[src/rtl/i2cs_pkg.sv]
// Purpose: constants and types shared by the two-wire target control port
// Assumes: clk_sys at 20 MHz, bus clock at most 400 kHz
// Notes: the operation list below is kept in step with the tags in the code
//
// Operation
// - port is target only, never starts a transfer itself.
// - address is 01110 plus high strap, low strap; 0x38 to 0x3B.
// - last bit of the first byte: one reads, zero writes.
// - while idle, watch both lines for start then own address.
// - start is data falling while clock high; opens an address byte.
// - after start, shift eight bits msb first: address then direction.
// - on match pull data low in ninth clock; else release, go idle.
// - stop is data rising while clock high; ends the transaction.
// - stop anywhere out of sequence returns to idle at once; start anywhere reopens an address byte.
// - invalid subaddress: no acknowledge, back to idle.
// - after write address, two subaddress bytes high first, then data.
// - subaddress advances by one after every acknowledged word, stops at stop.
// - registers hold two bytes per word, memory four bytes.
// - before lock only 0xF000 to 0xF004 are accepted as subaddress; advancing past them is not checked.
package i2cs_pkg;
  localparam logic [4:0] ADDR_FIXED = 5'h0E;
  localparam logic [15:0] PLL_FIRST = 16'hF000;
  localparam logic [15:0] PLL_LAST = 16'hF004;
  localparam logic [15:0] REG_BASE = 16'hF000;
  localparam logic [2:0] REG_WORD_BYTES = 3'h2;
  localparam logic [2:0] MEM_WORD_BYTES = 3'h4;
  localparam int SUB_W = 16;
  localparam int DATA_W = 32;
  localparam int WORD_W = SUB_W + DATA_W;
  localparam int FIFO_DEPTH = 16;
  localparam int SYS_PERIOD_NS = 50;
  // fastest bus clock period, used to derive SCL_MIN_CYCLES
  localparam int SCL_MIN_PERIOD_NS = 2500;
  localparam int SCL_MIN_CYCLES = SCL_MIN_PERIOD_NS / SYS_PERIOD_NS;

  typedef enum logic [3:0] {
    I2CS_IDLE = 4'h0,
    I2CS_RX = 4'h1,
    I2CS_ACK = 4'h3,
    I2CS_PUSH = 4'h2,
    I2CS_FETCH = 4'h6,
    I2CS_TX = 4'h7,
    I2CS_MACK = 4'h5
  } i2cs_state_t;
endpackage : i2cs_pkg

[src/rtl/i2cs_word_if.sv]
// Purpose: valid/ready word carrier between the port and its FIFO
// Assumes: single clock domain
// Notes: src drives valid and data, snk drives ready
`timescale 1ns/100ps
interface i2cs_word_if #(parameter int W = 48);
  logic valid;
  logic ready;
  logic [W-1:0] data;
  modport src (output valid, output data, input ready);
  modport snk (input valid, input data, output ready);
endinterface : i2cs_word_if

[src/rtl/i2cs_port.sv]
// Purpose: two-wire bus target giving an outside controller access to registers and memory
// Assumes: pins sampled by clk_sys; open-drain outputs resolved outside
// Notes: written words leave through a FIFO; reads fetch a word per request
`timescale 1ns/100ps
module i2cs_port
  import i2cs_pkg::*;
#(
  parameter int DEPTH = FIFO_DEPTH
) (
  input wire logic clk_sys,
  input wire logic arst_n,
  input wire logic scl_i,
  output logic scl_o,
  output logic scl_oe,
  input wire logic sda_i,
  output logic sda_o,
  output logic sda_oe,
  input wire logic low_addr_strap_pin,
  input wire logic high_addr_strap_pin,
  input wire logic pll_locked,
  output logic wr_valid,
  input wire logic wr_ready,
  output logic [SUB_W-1:0] wr_addr,
  output logic [DATA_W-1:0] wr_data,
  output logic rd_req,
  output logic [SUB_W-1:0] rd_addr,
  input wire logic rd_valid,
  input wire logic [DATA_W-1:0] rd_data
);

  ////////////////////////////////////////////////////////////////////////////
  // pin sampling
  logic scl_l, sda_l, addr_bit_one, addr_bit_two;

  i2cs_sync #(.RST_VAL(1'b1)) u_sync_scl (
    .clk_sys(clk_sys),
    .arst_n(arst_n),
    .pin_i(scl_i),
    .level_o(scl_l)
  );
  i2cs_sync #(.RST_VAL(1'b1)) u_sync_sda (
    .clk_sys(clk_sys),
    .arst_n(arst_n),
    .pin_i(sda_i),
    .level_o(sda_l)
  );
  i2cs_sync #(.RST_VAL(1'b0)) u_sync_lo (
    .clk_sys(clk_sys),
    .arst_n(arst_n),
    .pin_i(low_addr_strap_pin),
    .level_o(addr_bit_one)
  );
  i2cs_sync #(.RST_VAL(1'b0)) u_sync_hi (
    .clk_sys(clk_sys),
    .arst_n(arst_n),
    .pin_i(high_addr_strap_pin),
    .level_o(addr_bit_two)
  );

  ////////////////////////////////////////////////////////////////////////////
  // write word FIFO
  i2cs_word_if #(.W(WORD_W)) push_if ();
  i2cs_word_if #(.W(WORD_W)) drain_if ();

  i2cs_fifo #(.W(WORD_W), .DEPTH(DEPTH)) u_fifo (
    .clk_sys(clk_sys),
    .arst_n(arst_n),
    .in_if(push_if.snk),
    .out_if(drain_if.src)
  );

  assign wr_valid = drain_if.valid;
  assign drain_if.ready = wr_ready;
  assign wr_addr = drain_if.data[WORD_W-1:DATA_W];
  assign wr_data = drain_if.data[DATA_W-1:0];

  ////////////////////////////////////////////////////////////////////////////
  // line events
  logic scl_p_q, sda_p_q;
  logic scl_rise, scl_fall, start_det, stop_det;

  always_ff @(posedge clk_sys or negedge arst_n) begin
    if (!arst_n) begin
      scl_p_q <= 1'b1;
      sda_p_q <= 1'b1;
    end else begin
      scl_p_q <= scl_l;
      sda_p_q <= sda_l;
    end
  end

  assign scl_rise = scl_l && !scl_p_q;
  assign scl_fall = !scl_l && scl_p_q;
  assign start_det = scl_l && scl_p_q && sda_p_q && !sda_l;
  assign stop_det = scl_l && scl_p_q && !sda_p_q && sda_l;

  ////////////////////////////////////////////////////////////////////////////
  // protocol state
  i2cs_state_t state_q, state_d;
  logic [3:0] cnt_q, cnt_d;
  logic [7:0] shift_q, shift_d;
  logic [1:0] idx_q, idx_d;
  logic rw_q, rw_d, nack_q, nack_d;
  logic [SUB_W-1:0] sub_q, sub_d;
  logic [DATA_W-1:0] word_q, word_d, load_word;
  logic [2:0] nbyte_q, nbyte_d, word_len;
  logic sda_oe_q, sda_oe_d, scl_oe_q, scl_oe_d;
  logic [SUB_W-1:0] sub_full;
  logic sub_ok;

  assign word_len = (sub_q >= REG_BASE) ? REG_WORD_BYTES : MEM_WORD_BYTES;
  assign load_word = (sub_q >= REG_BASE) ? {rd_data[15:0], 16'h0000} : rd_data;
  assign sub_full = {sub_q[15:8], shift_q};
  assign sub_ok = pll_locked || ((sub_full >= PLL_FIRST) && (sub_full <= PLL_LAST));

  always_comb begin
    state_d = state_q;
    cnt_d = cnt_q;
    shift_d = shift_q;
    idx_d = idx_q;
    rw_d = rw_q;
    nack_d = nack_q;
    sub_d = sub_q;
    word_d = word_q;
    nbyte_d = nbyte_q;
    sda_oe_d = sda_oe_q;
    case (state_q)
      I2CS_IDLE: begin
        sda_oe_d = 1'b0;
      end
      I2CS_RX: begin
        if (scl_rise) begin
          shift_d = {shift_q[6:0], sda_l};
          cnt_d = cnt_q + 4'h1;
        end else if (scl_fall && cnt_q == 4'h8) begin
          case (idx_q)
            2'h0: begin
              if (shift_q[7:1] == {ADDR_FIXED, addr_bit_two, addr_bit_one}) begin
                rw_d = shift_q[0];
                sda_oe_d = 1'b1;
                state_d = I2CS_ACK;
                idx_d = 2'h1;
              end else begin
                state_d = I2CS_IDLE;
              end
            end
            2'h1: begin
              sub_d = {shift_q, sub_q[7:0]};
              sda_oe_d = 1'b1;
              state_d = I2CS_ACK;
              idx_d = 2'h2;
            end
            2'h2: begin
              if (sub_ok) begin
                sub_d = sub_full;
                word_d = '0;
                nbyte_d = 3'h0;
                sda_oe_d = 1'b1;
                state_d = I2CS_ACK;
                idx_d = 2'h3;
              end else begin
                state_d = I2CS_IDLE;
              end
            end
            default: begin
              word_d = {word_q[23:0], shift_q};
              nbyte_d = nbyte_q + 3'h1;
              if (nbyte_q + 3'h1 == word_len) begin
                state_d = I2CS_PUSH;
              end else begin
                sda_oe_d = 1'b1;
                state_d = I2CS_ACK;
              end
            end
          endcase
        end
      end
      I2CS_ACK: begin
        if (scl_fall) begin
          sda_oe_d = 1'b0;
          cnt_d = 4'h0;
          shift_d = 8'h00;
          state_d = (rw_q && idx_q == 2'h1) ? I2CS_FETCH : I2CS_RX;
        end
      end
      I2CS_PUSH: begin
        if (push_if.ready) begin
          sub_d = sub_q + 16'h0001;
          word_d = '0;
          nbyte_d = 3'h0;
          sda_oe_d = 1'b1;
          state_d = I2CS_ACK;
        end
      end
      I2CS_FETCH: begin
        if (rd_valid) begin
          word_d = load_word;
          nbyte_d = 3'h0;
          cnt_d = 4'h0;
          sda_oe_d = !load_word[31];
          state_d = I2CS_TX;
        end
      end
      I2CS_TX: begin
        if (scl_fall) begin
          cnt_d = cnt_q + 4'h1;
          word_d = {word_q[30:0], 1'b0};
          if (cnt_q == 4'h7) begin
            sda_oe_d = 1'b0;
            state_d = I2CS_MACK;
          end else begin
            sda_oe_d = !word_q[30];
          end
        end
      end
      I2CS_MACK: begin
        if (scl_rise) begin
          nack_d = sda_l;
        end else if (scl_fall) begin
          if (nack_q) begin
            state_d = I2CS_IDLE;
          end else if (nbyte_q + 3'h1 == word_len) begin
            sub_d = sub_q + 16'h0001;
            state_d = I2CS_FETCH;
          end else begin
            nbyte_d = nbyte_q + 3'h1;
            cnt_d = 4'h0;
            sda_oe_d = !word_q[31];
            state_d = I2CS_TX;
          end
        end
      end
      default: begin
        state_d = I2CS_IDLE;
        sda_oe_d = 1'b0;
      end
    endcase
    if (stop_det) begin
      state_d = I2CS_IDLE;
      sda_oe_d = 1'b0;
    end else if (start_det) begin
      state_d = I2CS_RX;
      cnt_d = 4'h0;
      shift_d = 8'h00;
      idx_d = 2'h0;
      sda_oe_d = 1'b0;
    end
    // clock only held low inside a transfer
    // one extra cycle lets the ack or first bit settle before the clock is freed
    scl_oe_d = (state_d == I2CS_PUSH) || (state_d == I2CS_FETCH) ||
      (state_q == I2CS_PUSH) || (state_q == I2CS_FETCH);
  end

  always_ff @(posedge clk_sys or negedge arst_n) begin
    if (!arst_n) begin
      state_q <= I2CS_IDLE;
      cnt_q <= 4'h0;
      shift_q <= 8'h00;
      idx_q <= 2'h0;
      rw_q <= 1'b0;
      nack_q <= 1'b0;
      sub_q <= 16'h0000;
      word_q <= '0;
      nbyte_q <= 3'h0;
      sda_oe_q <= 1'b0;
      scl_oe_q <= 1'b0;
    end else begin
      state_q <= state_d;
      cnt_q <= cnt_d;
      shift_q <= shift_d;
      idx_q <= idx_d;
      rw_q <= rw_d;
      nack_q <= nack_d;
      sub_q <= sub_d;
      word_q <= word_d;
      nbyte_q <= nbyte_d;
      sda_oe_q <= sda_oe_d;
      scl_oe_q <= scl_oe_d;
    end
  end

  ////////////////////////////////////////////////////////////////////////////
  // outputs
  assign push_if.valid = (state_q == I2CS_PUSH);
  assign push_if.data = {sub_q, word_q};
  assign rd_req = (state_q == I2CS_FETCH);
  assign rd_addr = sub_q;
  assign sda_o = 1'b0;
  assign scl_o = 1'b0;
  assign sda_oe = sda_oe_q;
  assign scl_oe = scl_oe_q;
endmodule : i2cs_port

[src/rtl/i2cs_sync.sv]
// Purpose: three-stage pin synchroniser with agreement filter
// Assumes: input is asynchronous to clk_sys
// Notes: level changes once stages two and three agree
`timescale 1ns/100ps
module i2cs_sync #(parameter logic RST_VAL = 1'b1) (
  input wire logic clk_sys,
  input wire logic arst_n,
  input wire logic pin_i,
  output logic level_o
);
  logic s1_q, s2_q, s3_q, lvl_q, lvl_d;

  always_comb begin
    lvl_d = (s2_q == s3_q) ? s3_q : lvl_q;
  end

  always_ff @(posedge clk_sys or negedge arst_n) begin
    if (!arst_n) begin
      s1_q <= RST_VAL;
      s2_q <= RST_VAL;
      s3_q <= RST_VAL;
      lvl_q <= RST_VAL;
    end else begin
      s1_q <= pin_i;
      s2_q <= s1_q;
      s3_q <= s2_q;
      lvl_q <= lvl_d;
    end
  end

  assign level_o = lvl_q;
endmodule : i2cs_sync

[src/rtl/i2cs_fifo.sv]
// Purpose: synchronous word FIFO with valid/ready on both sides
// Assumes: DEPTH is a power of two
// Notes: in.ready low when full, out.valid low when empty
`timescale 1ns/100ps
module i2cs_fifo #(
  parameter int W = 48,
  parameter int DEPTH = 16
) (
  input wire logic clk_sys,
  input wire logic arst_n,
  i2cs_word_if.snk in_if,
  i2cs_word_if.src out_if
);
  localparam int AW = $clog2(DEPTH);
  logic [W-1:0] mem [DEPTH];
  logic [AW:0] wptr_q, wptr_d, rptr_q, rptr_d;
  logic full, empty, push, pop;

  assign empty = (wptr_q == rptr_q);
  assign full = (wptr_q[AW-1:0] == rptr_q[AW-1:0]) && (wptr_q[AW] != rptr_q[AW]);
  assign in_if.ready = !full;
  assign out_if.valid = !empty;
  assign out_if.data = mem[rptr_q[AW-1:0]];
  assign push = in_if.valid && !full;
  assign pop = out_if.ready && !empty;

  always_comb begin
    wptr_d = push ? wptr_q + 1'b1 : wptr_q;
    rptr_d = pop ? rptr_q + 1'b1 : rptr_q;
  end

  always_ff @(posedge clk_sys or negedge arst_n) begin
    if (!arst_n) begin
      wptr_q <= '0;
      rptr_q <= '0;
    end else begin
      wptr_q <= wptr_d;
      rptr_q <= rptr_d;
    end
  end

  always_ff @(posedge clk_sys) begin
    if (push) begin
      mem[wptr_q[AW-1:0]] <= in_if.data;
    end
  end
endmodule : i2cs_fifo

[config.mk]
export PLATFORM = sky130hd
export DESIGN_NAME = i2cs_port
export DESIGN_NICKNAME = d
export VERILOG_FILES = /design/src/rtl/i2cs_pkg.sv /design/src/rtl/i2cs_word_if.sv /design/src/rtl/i2cs_port.sv /design/src/rtl/i2cs_sync.sv /design/src/rtl/i2cs_fifo.sv
export SDC_FILE = /design/constraint.sdc
export NUM_CORES = 1
export LEC_CHECK = 0
export ABC_AREA = 1
export BUFFER_PORTS_ARGS = -buffer_cell sky130_fd_sc_hd__buf_4
export CORE_MARGIN = 5
export CORE_UTILIZATION = 40
export CTS_CLUSTER_SIZE = 16
export DETAILED_ROUTE_END_ITERATION = 8
export GPL_ROUTABILITY_DRIVEN = 1
export GPL_TIMING_DRIVEN = 1
export PLACE_DENSITY = 0.65
export SLEW_MARGIN = 20
export SYNTH_ARGS = -nofsm -noshare
export SYNTH_HDL_FRONTEND = slang
export SYNTH_HIERARCHICAL = 1
export SYNTH_SLANG_ARGS = --single-unit
export TNS_END_PERCENT = 100
[constraint.sdc]
create_clock -name clk_sys -period 4.1 [get_ports clk_sys]
set_clock_uncertainty 0.05 [all_clocks]
set_input_delay 0.82 -clock clk_sys [delete_from_list [all_inputs] [get_ports clk_sys]]
set_output_delay 0.82 -clock clk_sys [all_outputs]
set_load 0.02 [all_outputs]
== Word level (Yosys, flattened, before mapping) ==
Memories as Yosys holds them, arrays and structs flattened.
Cells that the tools add are included.
Cells by class
  add/sub/neg operators: 5
  magnitude comparators: 3
  eq/ne operators: 51
  muxes and demuxes: 94
  bitwise gates (word level): 1
  reductions and logical operators: 39
Operators with widths (number)
  $mux 32: 7
  $pmux 32 s4: 1
  $mux 16: 7
  $mux 4: 21
  $pmux 32 s2: 1
  $pmux 16 s3: 1
  $mux 8: 5
  $mux 3: 12
  $ne 4x4->1 const B: 9
  $ge 16x16->1 const B: 2
  $pmux 16 s2: 1
  $ne 2x2->1 const B: 15
  $pmux 4 s7: 1
  $reduce_and 11->1: 2
  $eq 4x3->1 const B: 5
  $mux 1: 20
  $pmux 4 s5: 1
  $mux 2: 9
  $add 16x1->16 const B: 1
  $le 16x16->1 const B: 1
  $pmux 8 s2: 1
  $logic_and 1x1->1: 13
  $reduce_and 13->1: 1
  $eq 4x2->1 const B: 3
  other kinds (36): 53
Storage, ports and cells
  register bits: 101
  RAM bits: 768
  input bits: 41
  output and inout port bits: 70
  word-level logic and storage cells: 226
  memories kept: 1
Memories
  u_fifo.mem: words 16, width 48, read ports 1, clocked after memory_dff 0, wr ports 1, line i2cs_fifo.sv:15  | logic [W-1:0] mem [DEPTH];

== Depth between registers and ports, before layout ==
  depth in word-level cells: 14
  mapped depth: 16
  gate-level depth less buffers: 14

== Modules after synthesis ==
The synthesis kept the hierarchy.
By module, submodules not included
  i2cs_fifo: times used 1, cells an instance 2727, area an instance 31575.3 sq um, seq. area each 23312.4 sq um
  i2cs_port: times used 1, cells an instance 731, area an instance 5001.0 sq um, seq. area each 1879.3 sq um
  i2cs_sync at u_sync_scl ...: times used 2, cells an instance 8, area an instance 121.4 sq um, seq. area each 105.1 sq um
  i2cs_sync at u_sync_hi ...: times used 2, cells an instance 8, area an instance 116.4 sq um, seq. area each 100.1 sq um

== Worst setup path after synthesis ==
OpenSTA, ideal clock, no wires.
  path type: reg2reg
  from: register u_fifo.rptr_q[0]
  to: memory u_fifo.mem[10][0] (enable)
  library setup time: 0.454 ns
  arrival time: 3.244 ns
  data required time: 3.596 ns
  slack: 0.352 ns
  stages on the path, launching flop included: 11
  buffers on the path: 3
  clock period less this slack: 3.748 ns
  cells stage by stage: dfrtp_1 -> buf_6 -> inv_4 -> buf_6 -> nand2_1 -> nand2_1 -> nor2_4 -> nand3_4 -> nand2_4 -> buf_6 -> nor2_1
On the way
  longest elaborated chain between the ends: 6
Ends and longest elaborated chain
  start: declaration: line i2cs_fifo.sv:16  | logic [AW:0] wptr_q, wptr_d, rptr_q, rptr_d;
  start signal: assignment: line i2cs_fifo.sv:38  | rptr_q <= rptr_d;
  $eq 4x4->1: line i2cs_fifo.sv:20  | assign full = (wptr_q[AW-1:0] == rptr_q[AW-1:0]) && (wptr_q[AW] != rptr_q[AW]);
  $logic_and 1x1->1: line i2cs_fifo.sv:20
  $logic_not 1->1
  $logic_and 1x1->1: line i2cs_fifo.sv:24  | assign push = in_if.valid && !full;
  $mux 1: line i2cs_fifo.sv:43  | if (push) begin
  $mux 1 (not written as such): line i2cs_fifo.sv:44  | mem[wptr_q[AW-1:0]] <= in_if.data;
  end: declaration: line i2cs_fifo.sv:15
Every way passes these cells.

== Worst setup path after layout ==
  from: register u_fifo.rptr_q[1]
  to: output port wr_addr[13]
On the way
  longest elaborated chain between the ends: 1
Ends and longest elaborated chain
  $mem_v2 16x48
  end: declaration: line i2cs_port.sv:23  | output logic [SUB_W-1:0] wr_addr,
Every way passes these cells.

==> results.md <==
- RSZ-0062 raised after global routing: false
- Core Region: between 0.09 and 0.1 sq mm
- Vias in the first global route: between 20000 and 25000
- PostCTS Resize Cnt: 0
- Fraction of layout instances using a drive strength above 1: about a tenth
- Dpl hpwl: 54.56 mm
- I/O pin total: between 100 and 150
- Diodes inserted: 0
- # fillers: around 8200
- Die Footprint: just under 0.1 sq mm
- Top_reg_cell synth: edfxtp_1
- Final worst path period share: 92.28%
- CP arrival: 2.91 ns
- Pint: roughly 18 mW
- CP Max Fanout: 75
- Max frequency: about 0.26 GHz
- Initial Util: 40.36%
- Period minus WS final: about 3.8 ns
- Final wirelength: between 90 and 100 mm
- ANT nets after route: 0
- GP Congestion: between 0.9 and 1
- Largest family of logic cells by synthesized area: simple AND/OR/NAND/NOR gates
- Max cap viols: 0
- First-pass GRT wire length: approximately 140 mm
- Setup WS pre-CTS: between 0.9 and 1 ns
- Die X: between 300 and 400 um
- CTS buffer count: 85
- Mean area per synthesized cell: approximately 11 sq um
- CTS root buffer: clkbuf_16
- PD cells: roughly 660 mW/mm^2
- Max VDD drop: around 0.75 mV
- DR iter-0 viols: between 2000 and 2500
- Rel. slew slack: between 20% and 30%
- Clk buf depth: 3
- Final setup vio count: 0
- Simple-Gate Fraction of Synth Area: a little under a fifth
- Compound-Gate Fraction of Synth Area: under 10%
- P&R area growth vs syn: 14.23%
- Hold bufs inserted after CTS: 0
- Post-synth EDFFs: around 770
- Switching pwr: just over 10 mW
- Floorplan row count: 111
- Gr ovfl total: 0
- Layout Nets: between 3000 and 4000
- Ys async rst share: a little under an eighth
- Sink Count: roughly 870
- Synth cell types: 44
- Sum of negative setup slack: 0 ns
- H-tree depth: 3
- Worst-Skew Late Latency: 0.65 ns
- Routed length per instance: ~19 um
- Switch share: 36.30%
- Via Count: 25184
- Chip Height: 314.4 um
- Clock Power Share: between 20% and 30%
- Register area share after synthesis: between 60% and 70%
- Status: completed
- Synth Area in XOR/XNOR: less than 1%
- Total GRT Usage: 18.91%
- Leak Pwr: roughly 16 nW
- # DRC: 0
- Fin. Hold Viols: 0
- WP data required: around 3.2 ns
- Crit path capture type: output pin
- CP startpoint kind: flip-flop
- Antenna violations before repair: 1
- Vias per inst: between 5 and 6
- Cell area after synthesis: around 0.037 sq mm
- Setup ws final: approximately 0.32 ns
- Port Buffers: 108
- Largest net degree at the start of global routing: around 200
- Area of the multi-input gates: 0.009972 sq mm
- Storage element area: between 0.02 and 0.03 sq mm
- Cell count after synthesis: ~3500
- Logic pwr share: between 30 and 40%
- Clock-pin slew on the worst setup and hold paths: roughly 0.060 ns
- Sequential power share: about 41%
- Crit Path Category: reg -> out
- Adder-Cell Fraction of Synth Area: 0.3715%
- Max Slew Vio Count: 0
- Detailed Routing Iterations Pass 1: 6
- Ys Warns: 6
- Synthesized flop and latch total: roughly 870
- Hold Crit Class: in -> async
- CTS tree: built
- Mux cell area share after synthesis: less than 1%
- Worst Tran Pin Value: approximately 1.1 ns
- Post-CTS Setup Bufs: 0
worst paths after layout:
kind / startpoint / endpoint / slack [ns] / cells past startpoint
max: u_fifo/rptr_q[1]$_DFFE_PN0P_ / wr_addr[13] / 0.32 / 8
min: arst_n / u_sync_hi/s1_q$_DFF_PN0_ / 0.17 / 1
max reg2reg: state_q[1]$_DFF_PN0_ / rd_addr[7]$_DFFE_PN0P_ / 0.95 / 11
min reg2reg: u_sync_lo/s1_q$_DFF_PN0_ / u_sync_lo/s2_q$_DFF_PN0_ / 0.31 / 0
max in group asynchronous: arst_n / rd_addr[5]$_DFFE_PN0P_ / 3.14 / 2
min in group clk_sys: high_addr_strap_pin / u_sync_hi/s1_q$_DFF_PN0_ / 0.23 / 1
placed cells by master, fill, tap and decap left out, types with 10 or more instances in the layout:
| cell type | n |
|---|---|
| clkbuf_1 | 26 |
| o221ai_1 | 15 |
| dfrtp_1 | 88 |
| edfxtp_1 | 768 |
| clkbuf_16 | 85 |
| o21ai_0 | 348 |
| buf_12 | 26 |
| o21ai_2 | 12 |
| bufinv_16 | 10 |
| buf_4 | 161 |
| nor3_1 | 31 |
| nand2_1 | 869 |
| nor2_4 | 19 |
| nand3_1 | 191 |
| clkinv_1 | 19 |
| nor2_1 | 602 |
| ha_1 | 11 |
| dfstp_2 | 10 |
| inv_1 | 158 |
| o21ai_1 | 85 |
| inv_2 | 13 |
| a21oi_1 | 22 |
worst max-delay path: stages, from the launching register on:
cell,delay (ns)
dfrtp_4,0.55
buf_4,0.73
o21ai_0,0.20
o21ai_1,0.17
nand2_1,0.08
nand2_1,0.10
inv_1,0.04
nand2_1,0.18
buf_4,0.19
power by group through the flow:
| stage | sequential (mW) | combinational, mW | clock [mW] |
|---|---|---|---|
| floorplan | 11.1 | 5.73 | 0 |
| global placement | 11.5 | 8.57 | 0 |
| detailed placement | 11.5 | 8.65 | 0 |
| CTS | 11.4 | 8.70 | 7.91 |
| global route | 11.5 | 9.55 | 8.28 |
| finish | 11.4 | 8.59 | 7.77 |
cell usage after synthesis, drive strengths merged, types with 3 or more instances:
cell type,number,area [sq um]
nand2,873,3297
edfxtp,768,23060
nor2,630,2407
o21ai,445,2272
nand3,193,983.4
inv,173,651.9
buf,118,711.9
dfrtp,91,2277
clkbuf,63,236.5
nor3,33,187.7
a21oi,22,110.1
o221ai,15,131.4
ha,11,137.6
dfstp,10,262.8
a31oi,7,43.79
nand4,7,43.79
xor2,5,43.79
o22ai,3,18.77
o31ai,3,22.52
o32ai,3,26.28
xnor2,3,26.28
through the flow:
| stage | cells | cell area, sq um | hold WS, ns | utilization (%) | power, mW |
|---|---|---|---|---|---|
| after global routing | 4899 | 42330 | 0.2089 | 46.11 | 29.28 |
| after CTS | 4899 | 42320 | 0.1962 | 46.10 | 27.96 |
| after floorplan | 3492 | 37060 | 0.2812 | - | 16.81 |
| after detailed placement | 4742 | 39550 | 0.2920 | 43.08 | 20.19 |
| final | 4899 | 42330 | 0.1714 | 46.11 | 27.74 |
| after global placement | 4742 | 39550 | 0.2862 | 43.08 | 20.08 |
area by class of cell:
class                      instances  share of cell area [%]
clock buffer                     112                   5.289
clock inverter                    45                   1.262
inverter                         175                   1.593
multi-input combinational       2267                   23.56
sequential                       869                   60.51
tap                             1243                   3.674
timing repair buffer             188                   4.112
logic make-up (layout without fill, tap and decap cells):
logic type,after synthesis,in the layout
AND/OR/NAND/NOR,1739,1739
other,1,3
XOR/XNOR,8,8
multiplexers,2,2
adder cells (fa/ha/maj),11,11
AO/OA/AOI/OAI,504,504
flip-flops,869,869
buffers and inverters,356,520
metal layers:
layer | track usage [%] | vias to the layer above | wire length [um]
met5 | 0 | - | 7
met3 | 3.482 | 133 | 7055
met4 | 5.911 | 2 | 2463
met2 | 30.51 | 847 | 44430
li1 | - | 12033 | -
met1 | 26.28 | 12169 | 41440
sequential cells by signal, summed over array words and instances, names as in the netlist, 2 cells and up:
name and cells:
u_fifo/wptr_q 5, u_fifo/mem 768, shift_q 8, cnt_q 4, nbyte_q 3, rd_addr 16, u_fifo/rptr_q 5, idx_q 2
word_q 32, state_q 4
No activity file was read; power rests on OpenSTA's default activity.
